<file path="src/vwh_defs.svh">
`ifndef VWH_DEFS_SVH
`define VWH_DEFS_SVH
// ----------------------------------------
// register indices on the indexed port
// ----------------------------------------
`define VWH_IDX_EXT 8'h33
`define VWH_IDX_START 8'h34
`define VWH_IDX_WIDTH 8'h35
// ----------------------------------------
// extension register fields
// ----------------------------------------
`define VWH_EXT_OFS0 7
`define VWH_EXT_START_HI 6:5
`define VWH_EXT_DITHER_OFF 4
`define VWH_EXT_WIDTH_HI 3:2
`define VWH_EXT_BW_IMPROVE 1
`define VWH_EXT_FAST_FIFO 0
// ----------------------------------------
// reset values
// ----------------------------------------
`define VWH_RST_EXT 8'h00
`define VWH_RST_START 8'h00
`define VWH_RST_WIDTH 8'h00
`endif

</file>
<file path="src/vwh_pkg.sv">
`default_nettype none
package vwh_pkg;
  // ----------------------------------------
  // window fetch position phases
  // ----------------------------------------
  typedef enum logic [1:0] {
    VWH_BEFORE = 2'b00,
    VWH_INSIDE = 2'b01,
    VWH_AFTER = 2'b11
  } vwh_phase_type;
endpackage : vwh_pkg
`default_nettype wire

</file>
<file path="src/vwh_sync.sv">
`timescale 1ns/1ns
`default_nettype none
module vwh_sync (
  input wire logic clk, // clock
  input wire logic reset_n, // async reset, active low
  input wire logic bypass, // pass raw request straight through
  input wire logic req_in, // raw request
  output logic req_out // request toward the fifo filler
);
  logic s1_q;
  logic s2_q;

  always_ff @(posedge clk or negedge reset_n)
  begin
    if (!reset_n)
    begin
      s1_q <= 1'b0;
      s2_q <= 1'b0;
    end
    else
    begin
      s1_q <= req_in;
      s2_q <= s1_q;
    end
  end

  assign req_out = bypass ? req_in : s2_q;
endmodule : vwh_sync
`default_nettype wire

</file>
<file path="src/vwh_ctrl.sv">
`include "vwh_defs.svh"
`timescale 1ns/1ns
`default_nettype none
module vwh_ctrl
  import vwh_pkg::*;
#(
  parameter int POS_W = 10
) (
  input wire logic clk, // 100 MHz clock
  input wire logic reset_n, // async reset, active low
  input wire logic [7:0] reg_index, // indexed port index
  input wire logic [7:0] reg_wdata, // write data
  input wire logic reg_wr, // write strobe
  input wire logic reg_rd, // read strobe
  output logic [7:0] reg_rdata, // read data
  output logic reg_hit, // index belongs to this block
  input wire logic [7:0] offset_high, // surrounding offset upper bits
  input wire logic window_enable, // window active
  input wire logic compressed_fmt, // window shows compressed video
  input wire logic line_start, // start of scanline fetches
  input wire logic surr_fetch, // one surrounding fetch cycle done
  input wire logic win_fetch, // one window fetch cycle done
  input wire logic cpu_req, // cpu wants display memory
  input wire logic fifo_req_raw, // window fifo request from refresh side
  output logic [POS_W-1:0] window_start_column, // assembled start
  output logic [POS_W-1:0] window_span_column, // assembled width
  output logic [8:0] surrounding_offset, // 9-bit surrounding offset
  output logic dither_en, // dither window pixels
  output logic window_refresh, // window fetches in progress
  output logic cpu_grant, // cpu may use display memory
  output logic fifo_req // window fifo request after sync/bypass
);
  logic [7:0] ext_q;
  logic [7:0] start_q;
  logic [7:0] width_q;
  logic [POS_W-1:0] surr_cnt_q;
  logic [POS_W-1:0] win_cnt_q;
  vwh_phase_type phase_q;
  vwh_phase_type phase_d;
  logic [7:0] rdata_d;
  logic wr_ext;
  logic wr_start;
  logic wr_width;
  logic [1:0] start_hi;
  logic [1:0] width_hi;
  logic offset_lsb;
  logic dither_off;
  logic bw_improve;
  logic fast_fifo;
  logic start_reached;
  logic span_reached;
  logic span_empty;
  logic surr_step;
  logic win_step;

  // ----------------------------------------
  // register file
  // ----------------------------------------
  // write strobes, one per register
  assign wr_ext = reg_wr && (reg_index == `VWH_IDX_EXT);
  assign wr_start = reg_wr && (reg_index == `VWH_IDX_START);
  assign wr_width = reg_wr && (reg_index == `VWH_IDX_WIDTH);

  always_ff @(posedge clk or negedge reset_n)
  begin
    if (!reset_n)
      ext_q <= `VWH_RST_EXT;
    else if (wr_ext)
      ext_q <= reg_wdata;
  end

  always_ff @(posedge clk or negedge reset_n)
  begin
    if (!reset_n)
      start_q <= `VWH_RST_START;
    else if (wr_start)
      start_q <= reg_wdata;
  end

  always_ff @(posedge clk or negedge reset_n)
  begin
    if (!reset_n)
      width_q <= `VWH_RST_WIDTH;
    else if (wr_width)
      width_q <= reg_wdata;
  end

  always_comb
  begin
    rdata_d = 8'h00;
    case (reg_index)
      `VWH_IDX_EXT: rdata_d = ext_q;
      `VWH_IDX_START: rdata_d = start_q;
      `VWH_IDX_WIDTH: rdata_d = width_q;
      default: rdata_d = 8'h00;
    endcase
  end

  assign reg_hit = (reg_index == `VWH_IDX_EXT) || (reg_index == `VWH_IDX_START)
    || (reg_index == `VWH_IDX_WIDTH);

  always_ff @(posedge clk or negedge reset_n)
  begin
    if (!reset_n)
      reg_rdata <= 8'h00;
    else if (reg_rd)
      reg_rdata <= rdata_d;
  end

  // ----------------------------------------
  // field assembly
  // ----------------------------------------
  assign start_hi = ext_q[`VWH_EXT_START_HI];
  assign width_hi = ext_q[`VWH_EXT_WIDTH_HI];
  assign offset_lsb = ext_q[`VWH_EXT_OFS0];
  assign dither_off = ext_q[`VWH_EXT_DITHER_OFF];
  assign bw_improve = ext_q[`VWH_EXT_BW_IMPROVE];
  assign fast_fifo = ext_q[`VWH_EXT_FAST_FIFO];

  assign window_start_column = POS_W'({start_hi, start_q});
  assign window_span_column = POS_W'({width_hi, width_q});
  assign surrounding_offset = {offset_high, offset_lsb};
  assign dither_en = window_enable && compressed_fmt && !dither_off;

  // ----------------------------------------
  // horizontal window phase tracking
  // ----------------------------------------
  assign start_reached = (surr_cnt_q + POS_W'(1)) == window_start_column;
  assign span_reached = (win_cnt_q + POS_W'(1)) == window_span_column;
  assign span_empty = (window_span_column == '0);
  // start counted in surrounding-depth fetches, width in window-depth fetches
  assign surr_step = (phase_q == VWH_BEFORE) && surr_fetch && window_enable;
  assign win_step = (phase_q == VWH_INSIDE) && win_fetch && window_enable
    && !span_empty;

  always_comb
  begin
    phase_d = phase_q;
    if (line_start)
    begin
      if (window_enable && (window_start_column == '0))
        phase_d = VWH_INSIDE;
      else
        phase_d = VWH_BEFORE;
    end
    else
    begin
      case (phase_q)
        VWH_BEFORE:
        begin
          if (surr_step && start_reached)
            phase_d = VWH_INSIDE;
        end
        VWH_INSIDE:
        begin
          // disabling or a zero width closes the window at once
          if (!window_enable || span_empty)
            phase_d = VWH_AFTER;
          else if (win_step && span_reached)
            phase_d = VWH_AFTER;
        end
        VWH_AFTER: phase_d = VWH_AFTER;
        default: phase_d = VWH_BEFORE;
      endcase
    end
  end

  always_ff @(posedge clk or negedge reset_n)
  begin
    if (!reset_n)
      phase_q <= VWH_BEFORE;
    else
      phase_q <= phase_d;
  end

  // fetch counters restart at every scanline
  always_ff @(posedge clk or negedge reset_n)
  begin
    if (!reset_n)
      surr_cnt_q <= '0;
    else if (line_start)
      surr_cnt_q <= '0;
    else if (surr_step)
      surr_cnt_q <= surr_cnt_q + POS_W'(1);
  end

  always_ff @(posedge clk or negedge reset_n)
  begin
    if (!reset_n)
      win_cnt_q <= '0;
    else if (line_start)
      win_cnt_q <= '0;
    else if (win_step)
      win_cnt_q <= win_cnt_q + POS_W'(1);
  end

  assign window_refresh = (phase_q == VWH_INSIDE);
  assign cpu_grant = cpu_req && (!window_refresh
    || bw_improve);

  // ----------------------------------------
  // fifo request path
  // ----------------------------------------
  vwh_sync u_sync (
    .clk(clk),
    .reset_n(reset_n),
    .bypass(fast_fifo),
    .req_in(fifo_req_raw),
    .req_out(fifo_req)
  );
endmodule : vwh_ctrl
`default_nettype wire

</file>
<file path="config.mk">
export PLATFORM = sky130hd
export DESIGN_NAME = vwh_ctrl
export DESIGN_NICKNAME = d
export VERILOG_FILES = /design/src/vwh_pkg.sv /design/src/vwh_sync.sv /design/src/vwh_ctrl.sv
export VERILOG_INCLUDE_DIRS = /design/src
export SDC_FILE = /design/constraint.sdc
export NUM_CORES = 1
export LEC_CHECK = 0
export BUFFER_PORTS_ARGS = -buffer_cell sky130_fd_sc_hd__buf_2
export CAP_MARGIN = 20
export CORE_MARGIN = 2
export CORE_UTILIZATION = 47
export CTS_BUF_LIST = sky130_fd_sc_hd__clkbuf_2
export CTS_CLUSTER_SIZE = 14
export DETAILED_ROUTE_END_ITERATION = 8
export PLACE_DENSITY = 0.79
export REMOVE_ABC_BUFFERS = 1
export SKIP_CTS_REPAIR_TIMING = 1
export SLEW_MARGIN = 20
export SYNTH_ARGS = -nofsm -noshare
export SYNTH_HDL_FRONTEND = slang
export SYNTH_SLANG_ARGS = --single-unit
</file>
<file path="constraint.sdc">
create_clock -name clk -period 3.3 [get_ports clk]
set_input_delay 0.33 -clock clk [delete_from_list [all_inputs] [get_ports clk]]
set_output_delay 0.33 -clock clk [all_outputs]
set_load 0.01 [all_outputs]
</file>
==> metrics.sh <==
NUMCTSBUFFERS=5
DIE_AREA_SQ_UM=7450
FLOPS_LATCHES_SYNTH=56
TIMING.MAX_CAP.VIOLATIONS=0
SYNTHARSTFLOPSHARE_PCT=100
NUMBER_OF_GLOBAL_ROUTE_VIAS_BEFORE_REPAIR=2488
CLKPWRFRAC_PCT=30.6
OVERALL_ROUTED_NET_LENGTH_UM=7580
CRITPATHCAPTURETYPE='register'
R2R-START='surr_cnt_q[2]'
STATUS='complete, no violations'
STDCELL_AREA_SQ_UM=3550
GLOBAL_ROUTE_WIRE_LENGTH_BEFORE_REPAIR_UM=12800
DIE_W_UM=86.3
LEAKAGEPOWER_nW=1.66
VIA_PER_INST=5.88
PATH_CLASS='register to register'
N_ANTENNA_CELL=0
HTREEDEPTH=2
SETUP_VIOL=0
SYNTH.TOP_CELL.AREA_SHARE_PCT=44.0
POST-SYNTH-TOP-COUNT-CELL='dfrtp_1'
SYNTHESIS.AREA_PER_INSTANCE_SQ_UM=10.0
GRT_START_MAX_NET_PINS=48
MIN_FROM='reg_wdata[0]'
PLACED_CELL_AREA_SQ_UM=3440
POSTROUTEANTENNANETS=0
POST-PLACE-WS_PS=1140
YS.WARNINGS.COUNT=0
SLEW-LIMIT-HEADROOM_PCT=61.3
DESIGN.FINAL.NETS=399
PORT-BUFFER-COUNT=60
TIMING.FINAL.MAX_SLEW_VIOLATIONS=0
SYNTH_TOP_CELLS_BY_AREA='dfrtp_1 44%, mux2_2 8.8%, xnor2_1 5.8%'
DR_TOTAL_VIAS=2581
WORST_R2R_DST='phase_q[0]'
FINAL_PERIOD_MINUS_WORST_SETUP_SLACK_PS=2120
MAX-VDD-IR-DROP_uV=233
UNREPAIRED_SETUP_ENDPOINTS_AFTER_GLOBAL_ROUTING='false'
TIMING.FINAL.CRIT_SHARE_PCT=64.1
FLOORPLAN.INITIALDENSITY_PCT=49.3
TOTAL_POWER_mW=1.33
DRT_FIRST_ITER_VIOLATIONS=205
P_SEQ_SHARE_PCT=56.6
CLOCK.FMAX_GHz=0.473
CRIT_CHAIN='nand2_1 > or4_4 > o21a_1 > nor3b_1 > o22ai_1 > o21ai_0'
HOLD_PATH_CLASS='primary input to register'
DRT_FIRST_PASS_ITERS=7
FLOORPLAN.DIE.HEIGHT_UM=86.3
PATH_MAX_FANOUT=10
CLOCK_SKEW_PS=7.52
WORSTSETUPSTARTPOINTTYPE='register'
FLOORPLAN.ROWS=29
YS.FLOP_TYPE='dfrtp_1'
HOLD_PATH_END='width_q[0]'
TIMING.REG2REG.WORST_PATH_DEPTH=6
SYN_INST=318
NETLIST-CELL-TYPE-COUNT=47
CLOCK_PATH_BUFFERS=2
ANTENNA_FOUND_INITIAL=0
DRC_VIOLATION_COUNT_AFTER_ROUTING=0
CLOCKROOTBUFFER='clkbuf_2'
SYNTH-EDFF-COUNT=0
FINAL_LAYOUT_SIZE_SUFFIX_GT1_SHARE_PCT=28.2
YS_SEQ_AREA_SHARE_PCT=44.0
POWER.SHARE.SWITCHING_PCT=25.4
SETUP_TNS_PS=0
TRACK_USAGE_PCT=21.5
WORST_EP_ARRIVAL_TIME_PS=2490
WORST_SETUP_HOLD_PATH_CLK_SLEW_PS=260
CLOCK-SINKS=56
PLACE.GP.CONGESTION=0.857
FLOORPLAN.IO_PINS=77
FINALHOLDVIOLATIONS=0
FINALCOREUTILIZATION_PCT=54.9
CLK_LATENCY_PS=430
ROUTEDWLPERCELL_UM=17.3
DETAILEDPLACEMENTHPWL_UM=5630
DESIGN.CORE.AREA_SQ_UM=6460
POWER-PER-CELL-AREA_nW_PER_UM2=375
WORSTHOLDPATHCELLS=2
SYNTH.CELL_AREA_SQ_UM=3180
TIMING.FINAL.WS_SETUP_PS=1180
SYNTH_AREA_LEADER_CELL='dfrtp_1'
SYN_TO_FINAL_GROWTH_PCT=11.4
INT_POWER_mW=0.991
CRITICAL_PATH_REQUIRED_PS=3670
COMB_PWR_SHARE_PCT=12.8
TIMING.CRITICAL_PATH.SLOWEST_CELL_DELAY_PS=590
OVERFLOW=0
TRITONCTS='built'
TIMING_WORST_SLEW_PIN_VALUE_PS=581
TIMING.CRITICAL_PATH.SLOWEST_STAGE_CELL='dfrtp_1'
SWITCHINGPOWER_mW=0.338
SYNTHTOPCELLSBYCOUNT='56 x dfrtp_1, 39 x nor2_1, 25 x mux2_2'
REG2REG_SLACK_PS=1180
sequential cells by signal, summed over array words and instances (netlist names):
signal and cells:
win_cnt_q 10, u_sync.s2_q 1, u_sync.s1_q 1, start_q 8, width_q 8, surr_cnt_q 10
ext_q 8, phase_q 2, reg_rdata 8
per-layer routing:
metal,wire length [um],track usage [%]
met1,3280,29.0
met2,3650,34.7
met3,519,4.67
met4,129,6.96
met5,0,0
area by class of cell:
cell class	instances	area, sq um
well taps	77	96.3
multi-input cells	230	1610
clock inverters	2	60.1
clock buffers	5	25.0
flip-flops and latches	56	1400
inverters	5	18.8
fillers	599	2910
repair buffers	64	338
power groups by stage:
| stage | Clock (mW) | Sequential, mW | Combinational [mW] |
|---|---|---|---|
| 6_report | 0.406 | 0.752 | 0.170 |
| 4_1_cts | 0.416 | 0.752 | 0.170 |
| 2_1_floorplan | 0 | 0.761 | 0.0778 |
| 3_3_place_gp | 0 | 0.763 | 0.166 |
| 5_1_grt | 0.444 | 0.757 | 0.191 |
| 3_5_place_dp | 0 | 0.763 | 0.169 |
cells in the final DEF, fill, tap and decap left out, types with 4 or more instances in the layout:
| cell type | synthesis | final |
|---|---|---|
| nand4_1 | 6 | 6 |
| a21oi_1 | 13 | 13 |
| clkbuf_2 | 0 | 5 |
| nand2b_1 | 6 | 6 |
| o21ai_0 | 9 | 9 |
| buf_2 | 3 | 59 |
| nand2_1 | 19 | 19 |
| xor2_1 | 18 | 18 |
| a222oi_1 | 8 | 8 |
| xnor2_1 | 21 | 21 |
| nor2_1 | 39 | 39 |
| inv_1 | 5 | 5 |
| mux2_2 | 25 | 25 |
| dfrtp_1 | 56 | 56 |
| a31oi_1 | 4 | 4 |
| nand3_1 | 13 | 13 |
metrics by stage:
step	cells	hold slack, ps
after floorplan	291	34.4
after global placement	430	341
after detailed placement	430	339
after global routing	439	91.5
final	439	145
after CTS	437	-31.8
worst max-delay path: cells and delay by family (launching register included):
kind | cells | cell delay, ps
simple gates | 3 | 970
flops | 1 | 590
compound gates | 3 | 500
logic make-up after synthesis:
group                    after synthesis  share of synthesized area, %
AND/OR/NAND/NOR                      112                          18.7
multiplexers                          28                          9.78
flip-flops                            56                          44.0
XOR/XNOR                              39                          10.7
adder cells (fa/ha/maj)                2                         0.786
buffers and inverters                 32                          5.54
AO/OA/AOI/OAI                         49                          10.5
worst max-delay path by stage:
| stage | from | endpoint | slack, ps |
|---|---|---|---|
| after CTS | surr_cnt_q[2] | phase_q[0] | 1170 |
| after global routing | win_cnt_q[0] | phase_q[1] | 1010 |
| after global placement | reg_index[7] | ext_q[3] | 1240 |
| after floorplan | phase_q[1] | surr_cnt_q[9] | 1310 |
| after detailed placement | reg_index[7] | ext_q[2] | 1140 |
| final | surr_cnt_q[2] | phase_q[0] | 1180 |
Power figures use the tool's default switching activity.
